===== src/verilog/codec_port_pkg.sv =====
// Purpose: Shared constants and types of the codec serial port.
// Assumes: Core side register addresses are 3-bit peripheral addresses.
// Notes: Field positions of the port control word live here only.
package codec_port_pkg;

   // ==========================================================
   // Register addresses on the core peripheral bus
   localparam logic [2:0] ADDR_CHAN0 = 3'h5;
   localparam logic [2:0] ADDR_CHAN1 = 3'h6;
   localparam logic [2:0] ADDR_CONFIG = 3'h7;

   // ==========================================================
   // Widths and buffer sizes
   localparam int WORD_W = 16;
   localparam int STREAM_W = 17;
   localparam int STREAM_DEPTH = 16;

   // ==========================================================
   // Port control word (first configuration stage)
   localparam int CFG_CHAN0_EN_BIT = 15;
   localparam int CFG_CHAN1_EN_BIT = 14;
   localparam int CFG_MODE_LSB = 12;
   localparam int CFG_PS_LSB = 0;
   localparam logic [15:0] CFG_RESET = 16'h0000;
   localparam logic [15:0] DATA_RESET = 16'h0000;

   // ==========================================================
   // Word length modes and frame lengths in bits
   localparam logic [1:0] MODE_8 = 2'h0;
   localparam logic [1:0] MODE_16 = 2'h1;
   localparam logic [1:0] MODE_64 = 2'h2;
   localparam logic [6:0] LEN_8 = 7'h08;
   localparam logic [6:0] LEN_16 = 7'h10;
   localparam logic [6:0] LEN_64 = 7'h40;

   // ==========================================================
   // Prescaler terminal count
   localparam logic [3:0] PS_TOP = 4'hf;

   // Frame sequencer states, Gray along idle, A, B, done
   typedef enum logic [1:0] {
      ST_IDLE = 2'b00,
      ST_CHAN_A = 2'b01,
      ST_CHAN_B = 2'b11,
      ST_DONE = 2'b10
   } frame_state_t;

endpackage


===== src/verilog/word_stream_if.sv =====
// Purpose: Valid/ready word stream between port and receive buffer.
// Assumes: Both ends run on the same clock.
// Notes: Producer drives valid and data, consumer drives ready.
`timescale 1ns/100ps
interface word_stream_if #(parameter int W = 17);
   logic valid;
   logic ready;
   logic [W-1:0] data;
   modport producer (output valid, output data, input ready);
   modport consumer (input valid, input data, output ready);
endinterface

===== src/verilog/codec_serial_port.sv =====
// Purpose: Dual channel master codec serial port with two-stage registers.
// Assumes: Core reaches the port through its 3-bit peripheral bus.
// Notes: Received frame words are also streamed out through a FIFO.
`timescale 1ns/100ps

module codec_serial_port (
   input wire logic clock_i,
   input wire logic rst_i,
   input wire logic [2:0] ext_addr_i,
   input wire logic ext_strobe_i,
   input wire logic ext_write_i,
   input wire logic [15:0] ext_wdata_i,
   output logic [15:0] ext_rdata_o,
   output logic ext_internal_o,
   output logic [15:0] wait_config_o,
   input wire logic shared_irq_line_one_i,
   output logic irq_pulldown_en_o,
   output logic irq_line_one_req_o,
   output logic irq_owned_o,
   output logic sclk_o,
   output logic txd_o,
   input wire logic rxd_i,
   output logic frame_sync_chan_a_o,
   output logic frame_sync_chan_b_o,
   output logic rx_valid_o,
   input wire logic rx_ready_i,
   output logic [16:0] rx_data_o
);
   logic [15:0] chan0_stage_first_q;
   logic [15:0] chan0_stage_second_q;
   logic [15:0] chan1_stage_first_q;
   logic [15:0] chan1_stage_second_q;
   logic [15:0] cfg_first_q;
   logic [15:0] cfg_second_q;
   logic chan0_en;
   logic chan1_en;
   logic enabled;
   logic [1:0] mode;
   logic [3:0] bit_clock_prescale;
   logic [6:0] frame_len;
   logic acc_c0;
   logic acc_c1;
   logic acc_cfg;
   logic wr_c0;
   logic wr_c1;
   logic div2_q;
   logic [3:0] pre_cnt_q;
   logic sclk_q;
   logic tick;
   logic rise_ev;
   logic fall_ev;
   logic rxd_meta_q;
   logic rxd_sync_q;
   logic pin_meta_q;
   logic pin_sync_q;
   codec_port_pkg::frame_state_t state_q;
   logic in_a;
   logic in_b;
   logic [15:0] rx_word_a;
   logic [15:0] rx_word_b;
   logic [6:0] bit_cnt_q;
   logic after_a_q;
   logic last_bit;
   logic frame_end;
   logic txd_q;
   logic [63:0] chain;
   logic [63:0] chain_shift;
   logic sync_b_prev_q;
   logic en_prev_q;
   logic irq_pulse_q;
   logic [15:0] rdata_q;
   word_stream_if #(.W(codec_port_pkg::STREAM_W)) rx_stream ();

   // ==========================================================
   // Decode of the port control word
   assign chan0_en = cfg_first_q[codec_port_pkg::CFG_CHAN0_EN_BIT];
   assign chan1_en = cfg_first_q[codec_port_pkg::CFG_CHAN1_EN_BIT];
   assign enabled = chan0_en || chan1_en;
   assign mode = cfg_first_q[codec_port_pkg::CFG_MODE_LSB +: 2];
   assign bit_clock_prescale = cfg_first_q[codec_port_pkg::CFG_PS_LSB +: 4];
   assign wait_config_o = cfg_second_q;

   // Frame length from word length mode
   always_comb
   begin
      case (mode)
         codec_port_pkg::MODE_16: frame_len = codec_port_pkg::LEN_16;
         codec_port_pkg::MODE_64: frame_len = codec_port_pkg::LEN_64;
         default: frame_len = codec_port_pkg::LEN_8;
      endcase
   end

   // ==========================================================
   // Core bus decode; enabled channels stay off the external bus
   assign acc_c0 = (ext_addr_i == codec_port_pkg::ADDR_CHAN0) && chan0_en;
   assign acc_c1 = (ext_addr_i == codec_port_pkg::ADDR_CHAN1) && chan1_en;
   assign acc_cfg = (ext_addr_i == codec_port_pkg::ADDR_CONFIG);
   assign ext_internal_o = ext_strobe_i && (acc_c0 || acc_c1 || acc_cfg);
   assign wr_c0 = ext_strobe_i && ext_write_i && acc_c0;
   assign wr_c1 = ext_strobe_i && ext_write_i && acc_c1;

   // Read data: first stage only, nothing moves
   always_ff @(posedge clock_i)
   begin
      if (rst_i)
      begin
         rdata_q <= codec_port_pkg::DATA_RESET;
      end
      else if (ext_strobe_i && !ext_write_i)
      begin
         if (acc_c0)
            rdata_q <= chan0_stage_first_q;
         else if (acc_c1)
            rdata_q <= chan1_stage_first_q;
         else if (acc_cfg)
            rdata_q <= cfg_first_q;
      end
   end
   assign ext_rdata_o = rdata_q;

   // Configuration FIFO: second write pushes the first word down
   always_ff @(posedge clock_i)
   begin
      if (rst_i)
      begin
         cfg_first_q <= codec_port_pkg::CFG_RESET;
         cfg_second_q <= codec_port_pkg::CFG_RESET;
      end
      else if (ext_strobe_i && ext_write_i && acc_cfg)
      begin
         cfg_first_q <= cfg_second_q;
         cfg_second_q <= ext_wdata_i;
      end
   end

   // ==========================================================
   // Pin synchronisers
   always_ff @(posedge clock_i)
   begin
      if (rst_i)
      begin
         rxd_meta_q <= 1'b0;
         rxd_sync_q <= 1'b0;
         pin_meta_q <= 1'b0;
         pin_sync_q <= 1'b0;
      end
      else
      begin
         rxd_meta_q <= rxd_i;
         rxd_sync_q <= rxd_meta_q;
         pin_meta_q <= shared_irq_line_one_i;
         pin_sync_q <= pin_meta_q;
      end
   end

   // ==========================================================
   // Bit clock: halve, then prescaler from the setting up to all ones
   assign tick = enabled && div2_q && (pre_cnt_q == codec_port_pkg::PS_TOP);
   assign rise_ev = tick && !sclk_q;
   assign fall_ev = tick && sclk_q;

   always_ff @(posedge clock_i)
   begin
      if (rst_i || !enabled)
      begin
         div2_q <= 1'b0;
         pre_cnt_q <= codec_port_pkg::PS_TOP;
         sclk_q <= 1'b0;
      end
      else
      begin
         div2_q <= !div2_q;
         if (div2_q)
         begin
            if (pre_cnt_q == codec_port_pkg::PS_TOP)
            begin
               pre_cnt_q <= bit_clock_prescale;
               sclk_q <= !sclk_q;
            end
            else
            begin
               pre_cnt_q <= 4'(pre_cnt_q + 4'h1);
            end
         end
      end
   end
   assign sclk_o = sclk_q;

   // ==========================================================
   // Frame sequencer: channel A frame, then channel B frame; 64 bit mode runs channel B frames only
   assign in_a = (state_q == codec_port_pkg::ST_CHAN_A);
   assign in_b = (state_q == codec_port_pkg::ST_CHAN_B);
   assign last_bit = fall_ev && (bit_cnt_q == 7'(frame_len - 7'h01));
   assign frame_end = last_bit && (in_a || in_b);

   always_ff @(posedge clock_i)
   begin
      if (rst_i || !enabled)
      begin
         state_q <= codec_port_pkg::ST_IDLE;
         bit_cnt_q <= 7'h00;
         after_a_q <= 1'b0;
      end
      else
      begin
         case (state_q)
            codec_port_pkg::ST_IDLE:
            begin
               bit_cnt_q <= 7'h00;
               // Start only with room for the frame word downstream
               if (fall_ev && rx_stream.ready)
               begin
                  if (mode == codec_port_pkg::MODE_64)
                  begin
                     if (chan1_en)
                        state_q <= codec_port_pkg::ST_CHAN_B;
                  end
                  else if (chan0_en && !after_a_q)
                     state_q <= codec_port_pkg::ST_CHAN_A;
                  else if (chan1_en)
                     state_q <= codec_port_pkg::ST_CHAN_B;
                  after_a_q <= 1'b0;
               end
            end
            codec_port_pkg::ST_CHAN_A:
            begin
               if (fall_ev)
                  bit_cnt_q <= 7'(bit_cnt_q + 7'h01);
               if (last_bit)
               begin
                  state_q <= codec_port_pkg::ST_IDLE;
                  after_a_q <= 1'b1;
               end
            end
            codec_port_pkg::ST_CHAN_B:
            begin
               if (fall_ev)
                  bit_cnt_q <= 7'(bit_cnt_q + 7'h01);
               if (last_bit)
                  state_q <= codec_port_pkg::ST_DONE;
            end
            default:
            begin
               state_q <= codec_port_pkg::ST_IDLE;
            end
         endcase
      end
   end
   assign frame_sync_chan_a_o = in_a;
   assign frame_sync_chan_b_o = in_b;

   // ==========================================================
   // Shift paths; 64 bit chain runs A first, A second, B first, B second
   assign chain = {chan0_stage_first_q, chan0_stage_second_q,
                   chan1_stage_first_q, chan1_stage_second_q};
   assign chain_shift = {chain[62:0], rxd_sync_q};

   // Transmit bit driven on the bit clock rise, MSB first
   always_ff @(posedge clock_i)
   begin
      if (rst_i)
      begin
         txd_q <= 1'b0;
      end
      else if (rise_ev)
      begin
         if (in_b && mode == codec_port_pkg::MODE_64)
            txd_q <= chain[63];
         else if (in_a && mode == codec_port_pkg::MODE_8)
            txd_q <= chan0_stage_second_q[7];
         else if (in_a)
            txd_q <= chan0_stage_second_q[15];
         else if (in_b && mode == codec_port_pkg::MODE_8)
            txd_q <= chan1_stage_second_q[7];
         else if (in_b)
            txd_q <= chan1_stage_second_q[15];
      end
   end
   assign txd_o = txd_q;

   // Channel A pair: core write pushes, falls shift the second stage
   always_ff @(posedge clock_i)
   begin
      if (rst_i)
      begin
         chan0_stage_first_q <= codec_port_pkg::DATA_RESET;
         chan0_stage_second_q <= codec_port_pkg::DATA_RESET;
      end
      else if (wr_c0)
      begin
         chan0_stage_first_q <= chan0_stage_second_q;
         chan0_stage_second_q <= ext_wdata_i;
      end
      else if (fall_ev && in_b && mode == codec_port_pkg::MODE_64)
      begin
         chan0_stage_first_q <= chain_shift[63:48];
         chan0_stage_second_q <= chain_shift[47:32];
      end
      else if (fall_ev && in_a && mode == codec_port_pkg::MODE_8)
      begin
         chan0_stage_second_q[7:0] <= {chan0_stage_second_q[6:0], rxd_sync_q};
      end
      else if (fall_ev && in_a)
      begin
         chan0_stage_second_q <= {chan0_stage_second_q[14:0], rxd_sync_q};
      end
   end

   // Channel B pair, same structure
   always_ff @(posedge clock_i)
   begin
      if (rst_i)
      begin
         chan1_stage_first_q <= codec_port_pkg::DATA_RESET;
         chan1_stage_second_q <= codec_port_pkg::DATA_RESET;
      end
      else if (wr_c1)
      begin
         chan1_stage_first_q <= chan1_stage_second_q;
         chan1_stage_second_q <= ext_wdata_i;
      end
      else if (fall_ev && in_b && mode == codec_port_pkg::MODE_64)
      begin
         chan1_stage_first_q <= chain_shift[31:16];
         chan1_stage_second_q <= chain_shift[15:0];
      end
      else if (fall_ev && in_b && mode == codec_port_pkg::MODE_8)
      begin
         chan1_stage_second_q[7:0] <= {chan1_stage_second_q[6:0], rxd_sync_q};
      end
      else if (fall_ev && in_b)
      begin
         chan1_stage_second_q <= {chan1_stage_second_q[14:0], rxd_sync_q};
      end
   end

   // ==========================================================
   // Received word stream: channel flag and last shifted word
   assign rx_stream.valid = frame_end;
   // 8 bit mode keeps the upper byte untouched in the streamed word
   assign rx_word_a = (mode == codec_port_pkg::MODE_8) ?
      {chan0_stage_second_q[15:8], chan0_stage_second_q[6:0], rxd_sync_q} :
      {chan0_stage_second_q[14:0], rxd_sync_q};
   assign rx_word_b = (mode == codec_port_pkg::MODE_8) ?
      {chan1_stage_second_q[15:8], chan1_stage_second_q[6:0], rxd_sync_q} :
      {chan1_stage_second_q[14:0], rxd_sync_q};
   assign rx_stream.data = in_a ? {1'b0, rx_word_a} : {1'b1, rx_word_b};

   word_fifo #(
      .WIDTH(codec_port_pkg::STREAM_W),
      .DEPTH(codec_port_pkg::STREAM_DEPTH)
   ) rx_fifo (
      .clock_i(clock_i),
      .rst_i(rst_i),
      .fill(rx_stream.consumer),
      .drain_valid_o(rx_valid_o),
      .drain_ready_i(rx_ready_i),
      .drain_data_o(rx_data_o)
   );

   // ==========================================================
   // Line one interrupt: channel B frame end pulse, plus first-enable pulse
   always_ff @(posedge clock_i)
   begin
      if (rst_i)
      begin
         sync_b_prev_q <= 1'b0;
         en_prev_q <= 1'b0;
         irq_pulse_q <= 1'b0;
      end
      else
      begin
         sync_b_prev_q <= frame_sync_chan_b_o;
         en_prev_q <= enabled;
         irq_pulse_q <= (sync_b_prev_q && !frame_sync_chan_b_o)
            || (enabled && !en_prev_q && !pin_sync_q);
      end
   end
   assign irq_owned_o = enabled;
   assign irq_line_one_req_o = enabled ? irq_pulse_q : pin_sync_q;
   assign irq_pulldown_en_o = 1'b1;

   // ==========================================================
   // Checks
   chk_irq_on_sync_fall: assert property (@(posedge clock_i) disable iff (rst_i)
      enabled && $fell(frame_sync_chan_b_o) |=> irq_line_one_req_o)
      else $error("no interrupt after frame sync B fall");
   chk_irq_pin_passed: assert property (@(posedge clock_i) disable iff (rst_i)
      !enabled |-> irq_line_one_req_o == pin_sync_q && !irq_owned_o)
      else $error("disabled port did not pass line one");
   chk_reset_disabled: assert property (@(posedge clock_i) disable iff (rst_i)
      $fell(rst_i) |-> !enabled && !frame_sync_chan_a_o && !sclk_o)
      else $error("port not disabled after reset");
   chk_pin_high_quiet: assert property (@(posedge clock_i) disable iff (rst_i)
      $rose(enabled) && pin_sync_q |=> !irq_pulse_q)
      else $error("extra interrupt with pin high");
   chk_first_enable_irq: assert property (@(posedge clock_i) disable iff (rst_i)
      $rose(enabled) && !pin_sync_q |=> irq_pulse_q ##1 !irq_pulse_q)
      else $error("missing first enable interrupt");
   chk_read_keeps_fifo: assert property (@(posedge clock_i) disable iff (rst_i)
      ext_strobe_i && !ext_write_i && acc_c1 && mode != codec_port_pkg::MODE_64
      |=> $stable(chan1_stage_first_q) && rdata_q == $past(chan1_stage_first_q))
      else $error("read changed the data FIFO");
   chk_write_pushes: assert property (@(posedge clock_i) disable iff (rst_i)
      wr_c1 |=> chan1_stage_first_q == $past(chan1_stage_second_q)
      && chan1_stage_second_q == $past(ext_wdata_i))
      else $error("write did not push the data FIFO");
   chk_cfg_two_writes: assert property (@(posedge clock_i) disable iff (rst_i)
      ext_strobe_i && ext_write_i && acc_cfg ##1 ext_strobe_i && ext_write_i && acc_cfg
      |=> cfg_first_q == $past(ext_wdata_i, 2) && cfg_second_q == $past(ext_wdata_i))
      else $error("configuration words not stacked");
   chk_low_byte_shift: assert property (@(posedge clock_i) disable iff (rst_i)
      fall_ev && in_b && mode == codec_port_pkg::MODE_8 && !wr_c1
      |=> $stable(chan1_stage_second_q[15:8])
      && chan1_stage_second_q[0] == $past(rxd_sync_q))
      else $error("8 bit receive left the low byte");
   chk_tx_msb_first: assert property (@(posedge clock_i) disable iff (rst_i)
      rise_ev && in_b && mode == codec_port_pkg::MODE_16
      |=> txd_o == $past(chan1_stage_second_q[15]))
      else $error("transmit bit is not the MSB");
   chk_internal_access: assert property (@(posedge clock_i) disable iff (rst_i)
      ext_strobe_i && ext_addr_i == codec_port_pkg::ADDR_CHAN1 |-> ext_internal_o == chan1_en)
      else $error("channel access routing wrong");
   cov_frame_a_then_b: cover property (@(posedge clock_i) disable iff (rst_i)
      $fell(frame_sync_chan_a_o) ##[1:300] $rose(frame_sync_chan_b_o));
   cov_frame_64: cover property (@(posedge clock_i) disable iff (rst_i)
      frame_end && mode == codec_port_pkg::MODE_64);
   cov_first_enable: cover property (@(posedge clock_i) disable iff (rst_i)
      $rose(enabled) && !pin_sync_q);
endmodule


===== src/verilog/word_fifo.sv =====
// Purpose: Parameterised synchronous FIFO for received words.
// Assumes: Single clock, synchronous active high reset.
// Notes: Ready falls when full, so the filler stalls.
`timescale 1ns/100ps
module word_fifo #(
   parameter int WIDTH = 17,
   parameter int DEPTH = 16
) (
   input wire logic clock_i,
   input wire logic rst_i,
   word_stream_if.consumer fill,
   output logic drain_valid_o,
   input wire logic drain_ready_i,
   output logic [WIDTH-1:0] drain_data_o
);
   localparam int AW = $clog2(DEPTH);
   localparam logic [AW:0] FULL_COUNT = (AW+1)'(DEPTH);

   logic [WIDTH-1:0] mem_q [DEPTH];
   logic [AW-1:0] wr_ptr_q;
   logic [AW-1:0] rd_ptr_q;
   logic [AW:0] count_q;
   logic push;
   logic pop;

   // ==========================================================
   // Handshakes
   assign fill.ready = (count_q != FULL_COUNT);
   assign drain_valid_o = (count_q != '0);
   assign drain_data_o = mem_q[rd_ptr_q];
   assign push = fill.valid && fill.ready;
   assign pop = drain_valid_o && drain_ready_i;

   // Storage write
   always_ff @(posedge clock_i)
   begin
      if (push)
      begin
         mem_q[wr_ptr_q] <= fill.data;
      end
   end

   // Pointers and occupancy
   always_ff @(posedge clock_i)
   begin
      if (rst_i)
      begin
         wr_ptr_q <= '0;
         rd_ptr_q <= '0;
         count_q <= '0;
      end
      else
      begin
         if (push)
         begin
            wr_ptr_q <= AW'(wr_ptr_q + 1'b1);
         end
         if (pop)
         begin
            rd_ptr_q <= AW'(rd_ptr_q + 1'b1);
         end
         count_q <= (AW+1)'(count_q + push - pop);
      end
   end

   // ==========================================================
   // Checks
   chk_fifo_no_overflow: assert property (@(posedge clock_i) disable iff (rst_i)
      count_q == FULL_COUNT && !pop |=> count_q == FULL_COUNT)
      else $error("fifo occupancy moved while full");
   cov_fifo_full: cover property (@(posedge clock_i) disable iff (rst_i)
      count_q == FULL_COUNT);
endmodule


===== config.mk =====
export PLATFORM = sky130hd
export DESIGN_NAME = codec_serial_port
export DESIGN_NICKNAME = d
export VERILOG_FILES = /design/src/verilog/codec_port_pkg.sv /design/src/verilog/word_stream_if.sv /design/src/verilog/codec_serial_port.sv /design/src/verilog/word_fifo.sv
export SDC_FILE = /design/constraint.sdc
export NUM_CORES = 1
export LEC_CHECK = 0
export BUFFER_PORTS_ARGS = -buffer_cell sky130_fd_sc_hd__clkbuf_2
export CAP_MARGIN = 40
export CORE_UTILIZATION = 55
export CTS_CLUSTER_DIAMETER = 200
export DETAILED_ROUTE_END_ITERATION = 8
export GPL_TIMING_DRIVEN = 0
export HOLD_SLACK_MARGIN = 0.12
export PLACE_DENSITY = 0.73
export SLEW_MARGIN = 10
export SYNTH_ARGS = -nofsm -noshare
export SYNTH_HDL_FRONTEND = slang
export SYNTH_SLANG_ARGS = --single-unit

===== constraint.sdc =====
create_clock -name clock_i -period 10.9 [get_ports clock_i]
set_input_delay 0.545 -clock clock_i [delete_from_list [all_inputs] [get_ports clock_i]]
set_output_delay 0.545 -clock clock_i [all_outputs]
set_load 0.005 [all_outputs]

==> results of run 1 <==
## through the flow
step / cells / area (um^2)
after floorplan: 1205 / 17400
after global placement: 1682 / 18300
after detailed placement: 1705 / 18700
after CTS: 1782 / 20100
after global routing: 1782 / 20100
final: 1782 / 20100
## power by group through the flow
stage / clock network, mW / logic [mW] / registers (mW)
2_1_floorplan: 0 / 0.300 / 1.75
3_3_place_gp: 0 / 0.410 / 1.76
3_5_place_dp: 0 / 0.439 / 1.76
4_1_cts: 1.52 / 0.443 / 1.72
5_1_grt: 1.58 / 0.468 / 1.72
6_report: 1.50 / 0.434 / 1.72
## kinds of logic (layout without fill, tap and decap cells)
group,after synthesis,in the layout,share of synthesized area
flip-flops,425,425,0.644
AND/OR/NAND/NOR,287,287,0.0724
multiplexers,177,177,0.169
AO/OA/AOI/OAI,175,175,0.0665
buffers and inverters,102,283,0.0233
adder cells (fa/ha/maj),21,21,0.0155
XOR/XNOR,17,17,0.00854
other,1,1,0.000215
## layout make-up
class                   count  area, um^2
plain buffers              78         315
clock buffers              59        1200
clock inverters            18         236
fillers                  2231       10800
inverters                  24        90.1
multi-input cells         678        5860
flip-flops and latches    425       11200
well taps                 396         495
repair buffers            104         684
## state kept, by name, indices dropped and copies added (netlist names), 5 cells and up, named ones only
signal and flops:
chan0_stage_first_q 16, wait_config_o 16, bit_cnt_q 7, rx_fifo.count_q 5
cfg_first_q 16, ext_rdata_o 16, rx_fifo.mem_q 272, chan0_stage_second_q 16
chan1_stage_first_q 16, chan1_stage_second_q 16
## layout by cell type, fill, tap and decap left out, types with 11 or more instances in the layout
cell and count:
a211oi_1 57, a21oi_1 58, a22o_1 15, buf_1 14, buf_2 16, buf_6 11
clkbuf_1 58, clkbuf_16 43, clkbuf_2 81, dfxtp_1 153, edfxtp_1 272, ha_1 20
inv_1 22, mux2i_1 75, mux4_2 93, nand2_1 97, nand3_1 17, nor2_1 108
o21ai_0 17
## final timing paths
path | to | from
setup reg to reg | rx_fifo.mem_q[0][11] | pre_cnt_q[0]
hold / removal | pin_meta_q | shared_irq_line_one_i
setup / recovery | rx_data_o[5] | register
hold reg to reg | rxd_sync_q | rxd_meta_q
## routing by layer
| metal | global-route usage | part of all wire | up-vias | routed length, um |
|---|---|---|---|---|
| met5 | 0 | 0 | - | 0 |
| met4 | 0.104 | 0.037 | 0 | 1600 |
| met3 | 0.0355 | 0.065 | 102 | 2790 |
| met2 | 0.459 | 0.49 | 459 | 21000 |
| met1 | 0.357 | 0.41 | 5387 | 17500 |
| li1 | - | - | 4896 | - |
==> flow_metrics.py, run 1 <==
metrics = {
    "outcome": {
        "status": "completed",
    },
    "timing": {
        "fin_ws_ns": 6.80,
        "fin_setup_tns_ns": 0,
        "post-route-period-util": 0.376,
        "rsz0062_at_grt": "false",
        "slew_headroom": 0.373,
        "timing.hold.ws_ns": 0.216,
        "max_freq_mhz": 244,
        "layout_min_cycle_time_ns": 4.10,
        "fin_skew_ns": 0.0252,
        "worstMarginPinSlew_ns": 0.935,
        "hold_viol_final": 0,
        "slew_violations": 0,
        "finalSetupViolations": 0,
    },
    "critical_path": {
        "cp.arrival_ns": 3.56,
        "rr_worst_depth": 8,
        "cp.depth": 6,
        "cp_top_family": "buffers and inverters",
        "end_kind": "output port",
        "cpMaxStageDelayCell": "clkbuf_1",
        "ff2ff_setup_slack_ns": 7.17,
        "path_buf_inv": 4,
        "critical_path.startpoint_type": "register",
        "path_class": "register to output port",
        "cp_slowest_stage_delay_ns": 0.70,
        "worst_path_most_repeated_cell": "clkbuf_1",
        "crit_chain": "clkbuf_1 > clkbuf_1 > clkbuf_1 > mux4_2 > mux4_2 > clkbuf_2",
        "crit_required_ns": 10.36,
        "cp_max_fo": 10,
    },
    "clock_tree": {
        "post_cts_buffers": 0,
        "h-tree-depth": 2,
        "numCtsBuffers": 43,
        "cts_root_buffer": "clkbuf_16",
        "cts_tree": "yes",
        "hold_buffers": 0,
        "cts_max_path_buffers": 3,
        "cts_num_sinks": 425,
        "clkSlewWorstSetupHoldPaths_ns": 0.06,
        "clock_latency_ns": 0.55,
        "cts_resized": 0,
    },
    "drt": {
        "drc_errors": 0,
        "drt-pass1-iter-count": 5,
        "ant_nets": 0,
        "via_per_inst": 6.09,
        "wl_per_cell_um": 24.1,
        "drtIter0Drc": 978,
        "wl_mm": 42.9,
        "vias": 10800,
    },
    "synthesis": {
        "synthesis.area_um2": 17400,
        "postSynthCellCount": 1205,
        "async_flop_share": 0,
        "synth_common_cells": "edfxtp_1 (272), dfxtp_1 (153), nor2_1 (120)",
        "synth_most_common_cell": "edfxtp_1",
        "ys_ff_latch": 425,
        "ys.flop_type": "edfxtp_1",
        "synth_edf_count": 272,
        "yosysTopAreaCellShare": 0.469,
        "ys_types": 58,
        "synth-seq-area-share": 0.644,
        "synth.area.top_cells": "edfxtp_1 (47%), dfxtp_1 (18%), mux4_2 (12%)",
        "yosysWarnings": 0,
        "syn_area_per_cell_um2": 14.5,
        "syn-num-nets": 1252,
        "yosysTopAreaCell": "edfxtp_1",
    },
    "floorplanning": {
        "num_rows": 64,
        "die_h_um": 180,
        "design.portCount": 84,
        "fp.dieW_um": 180,
        "start_util": 0.564,
        "core_area_um2": 30900,
        "dieArea_um2": 32400,
    },
    "placement": {
        "portBuffers": 81,
        "dpl_worst_slack_ns": 7.21,
        "place_congestion": 0.947,
        "dpl.hpwl_mm": 29.3,
    },
    "min_path": {
        "min_path_type": "primary input to register",
        "whs_path_depth": 2,
    },
    "power_and_ir_drop": {
        "clockPowerShare": 0.411,
        "power_frac_comb": 0.119,
        "pwr_density_cell_nw_per_um2": 182,
        "seq_power_share": 0.470,
        "total_power_mw": 3.66,
        "switching_share": 0.233,
        "ir_drop_mv": 0.117,
        "leakage_nw": 7.35,
        "p_int_mw": 2.81,
        "p_sw_uw": 852,
    },
    "global_routing": {
        "grt_max_degree": 21,
        "overflow": 0,
        "grt_use_total": 0.271,
        "antenna_found_initial": 0,
        "grt_pass1_vias": 10900,
        "grt_pass1_wl_mm": 65.6,
    },
    "cells_and_area": {
        "drive_gt1_frac": 0.227,
        "finish.utilization": 0.651,
        "layout.nets": 1401,
        "area_delta_synth_final_pct": 15.4,
        "n_antenna_cell": 0,
    },
    "run": {
        "maxCapViolations": 0,
    },
}
Power figures use the tool's default switching activity.
==> inputs of run 2 (changes only) <==
--- a/config.mk
+++ b/config.mk
@@ -5,6 +5,7 @@
 export SDC_FILE = /design/constraint.sdc
 export NUM_CORES = 1
 export LEC_CHECK = 0
+export ABC_AREA = 1
 export BUFFER_PORTS_ARGS = -buffer_cell sky130_fd_sc_hd__clkbuf_2
 export CAP_MARGIN = 40
 export CORE_UTILIZATION = 55
==> constraint.sdc (replaced) <==
create_clock -name clock_i -period 4 [get_ports clock_i]
set_input_delay 0.2 -clock clock_i [delete_from_list [all_inputs] [get_ports clock_i]]
set_output_delay 0.2 -clock clock_i [all_outputs]
set_load 0.005 [all_outputs]
==> run 2 against run 1 <==
Effect of this change: setup slack lost 6.1 ns; sequential power grew to 2.7 times the previous value; core utilization grew 0.13 points; clock-buffer cell count grew 1; cell count grew 37%; clock skew shrank 0.0021 ns; design area grew 5.7%; hold slack lost 0.072 ns; clock power grew to 2.8 times the previous value; via count grew 32%; non-clock buffer count grew 51; wire length grew 21%; critical path type is now register to register.
==> flow_metrics.py, run 2 <==
metrics = {
    "outcome": {
        "status": "completed",
    },
    "critical_path": {
        "cpMaxStageDelayCell": "nor2_2",
        "cp.arrival_ns": 3.57,
        "crit_chain": "ha_1 > clkbuf_1 > nor2_1 > clkinv_1 > nand2_1 > inv_1 > nand2_1 > inv_1 > nand2_1 > nor2_2 > buf_6",
        "path_class": "register to register",
        "worst_path_most_repeated_cell": "nand2_1",
        "path_buf_inv": 5,
        "cp_max_fo": 11,
        "cp_slowest_stage_delay_ns": 0.65,
        "cp_top_family": "simple AND/OR/NAND/NOR gates",
        "critical_path.startpoint_type": "register",
        "crit_required_ns": 4.27,
        "end_kind": "register",
    },
    "floorplanning": {
        "fp.dieW_um": 184,
        "core_area_um2": 32600,
        "num_rows": 66,
        "die_h_um": 184,
        "start_util": 0.559,
        "design.portCount": 84,
        "dieArea_um2": 33900,
    },
    "cells_and_area": {
        "n_antenna_cell": 0,
        "nFillCells": 2528,
        "fin_area_um2": 21300,
        "final_common_cell": "edfxtp_1",
        "finish.utilization": 0.652,
        "largest_register_ff_count": 272,
        "fin_cells": 2442,
        "layout.nets": 2013,
        "final_cell_mix": "edfxtp_1 (272), nand2_1 (241), o21ai_0 (238), inv_1 (179), a21oi_1 (179)",
        "regMostFlops": "rx_fifo.mem_q",
        "drive_gt1_frac": 0.123,
        "area_delta_synth_final_pct": 16.5,
    },
    "timing": {
        "post-route-period-util": 0.826,
        "worstMarginPinSlew_ns": 0.908,
        "max_freq_mhz": 303,
        "hold_viol_final": 0,
        "slew_headroom": 0.395,
        "layout_min_cycle_time_ns": 3.31,
        "timing.hold.ws_ns": 0.145,
        "slew_violations": 0,
        "fin_setup_tns_ns": 0,
        "finalSetupViolations": 0,
        "rsz0062_at_grt": "false",
        "fin_skew_ns": 0.0231,
        "fin_ws_ns": 0.695,
    },
    "drt": {
        "drtIter0Drc": 1583,
        "vias": 14300,
        "ant_nets": 0,
        "via_per_inst": 5.84,
        "wl_mm": 52.1,
        "wl_per_cell_um": 21.3,
        "drt-pass1-iter-count": 6,
        "drc_errors": 0,
    },
    "synthesis": {
        "ys_types": 43,
        "synth_compound_area_frac": 0.162,
        "synth-seq-area-share": 0.616,
        "synth_edf_count": 272,
        "synth_xor_area_frac": 0.00144,
        "yosysTopAreaCell": "edfxtp_1",
        "yosysWarnings": 0,
        "syn_area_per_cell_um2": 10.2,
        "synth_simple_gate_area_frac": 0.101,
        "synth_most_common_cell": "edfxtp_1",
        "synth_fa_ha_area_frac": 0.0148,
        "synth_top_family_by_area": "compound AO/OA/AOI/OAI gates",
        "syn-num-nets": 1841,
        "async_flop_share": 0,
        "synth_common_cells": "edfxtp_1 (272), o21ai_0 (245), nand2_1 (241)",
        "synthMuxAreaShare": 0.0406,
        "yosysTopAreaCellShare": 0.448,
        "postSynthCellCount": 1794,
        "synth.area.top_cells": "edfxtp_1 (45%), dfxtp_1 (17%), o21ai_0 (6.7%)",
        "ys.flop_type": "edfxtp_1",
        "synthesis.area_um2": 18200,
        "ys_ff_latch": 425,
    },
    "global_routing": {
        "grt_max_degree": 20,
        "antenna_found_initial": 0,
        "overflow": 0,
        "grt_use_total": 0.312,
        "grt_pass1_wl_mm": 78.6,
        "grt_pass1_vias": 13600,
    },
    "power_and_ir_drop": {
        "leakage_nw": 7.86,
        "ir_drop_mv": 0.339,
        "total_power_mw": 10.5,
        "pwr_density_cell_nw_per_um2": 494,
    },
    "clock_tree": {
        "numCtsBuffers": 44,
        "cts_num_sinks": 425,
        "cts_root_buffer": "clkbuf_16",
        "clkSlewWorstSetupHoldPaths_ns": 0.06,
        "cts_resized": 0,
        "cts_max_path_buffers": 3,
        "h-tree-depth": 2,
        "clock_latency_ns": 0.57,
        "cts_tree": "yes",
    },
    "min_path": {
        "min_path_type": "primary input to register",
    },
    "placement": {
        "portBuffers": 81,
        "place_inst": 2342,
        "placed_area_um2": 19600,
        "dpl_worst_slack_ns": 0.762,
        "dpl.hpwl_mm": 35.6,
        "place_congestion": 1.04,
    },
    "run": {
        "maxCapViolations": 0,
    },
}
[run 2: changes by cell type after synthesis, moves of 51 or more]
cell      delta
a211oi_1    -56
a21oi_1    +121
inv_1      +157
mux4_2      -93
nand2_1    +144
nand3_1     +51
o211ai_1    +82
o21ai_0    +228
[run 2: area by class of cell]
class,instances,area (um^2),area share
sequential,425,11200,0.528
multi-input combinational,1073,5900,0.278
clock buffer,60,1220,0.0575
timing repair buffer,126,926,0.0435
inverter,189,712,0.0335
tap,442,553,0.0260
buffer,107,472,0.0222
clock inverter,20,245,0.0115
[run 2: per-layer routing]
metal / GRT usage / part of all wire / vias up
met2: 0.518 / 0.47 / 716
li1: - / - / 6612
met5: 0 / 0 / -
met4: 0.166 / 0.053 / 0
met1: 0.401 / 0.39 / 6774
met3: 0.0389 / 0.081 / 162
[run 2: timing repair]
action	CTS	global route
buffers inserted	0	0
endpoints found under the hold margin	22	0
hold buffers	19	0
[run 2: power by group]
group          switching [mW]  internal, mW
sequential             0.0357          4.67
clock                    1.70          2.47
combinational            1.07         0.562
total                    2.80          7.71
[run 2: cell families (layout without fill, tap and decap cells)]
logic type / after synthesis / count (layout)
buffers and inverters: 296 / 502
AO/OA/AOI/OAI: 533 / 533
AND/OR/NAND/NOR: 441 / 441
adder cells (fa/ha/maj): 21 / 21
multiplexers: 74 / 74
other: 1 / 1
flip-flops: 425 / 425
XOR/XNOR: 3 / 3
[run 2: worst paths after layout]
path / startpoint / to / slack (ns) / cells after the start
worst max-delay path: state_q[0] / rx_fifo.mem_q[13][1] / 0.69 / 11
worst min-delay path: rst_i / chan0_stage_first_q[9] / 0.14 / 2
worst max register to register: state_q[0] / rx_fifo.mem_q[13][1] / 0.69 / 11
worst min register to register: pin_meta_q / pin_sync_q / 0.41 / 2
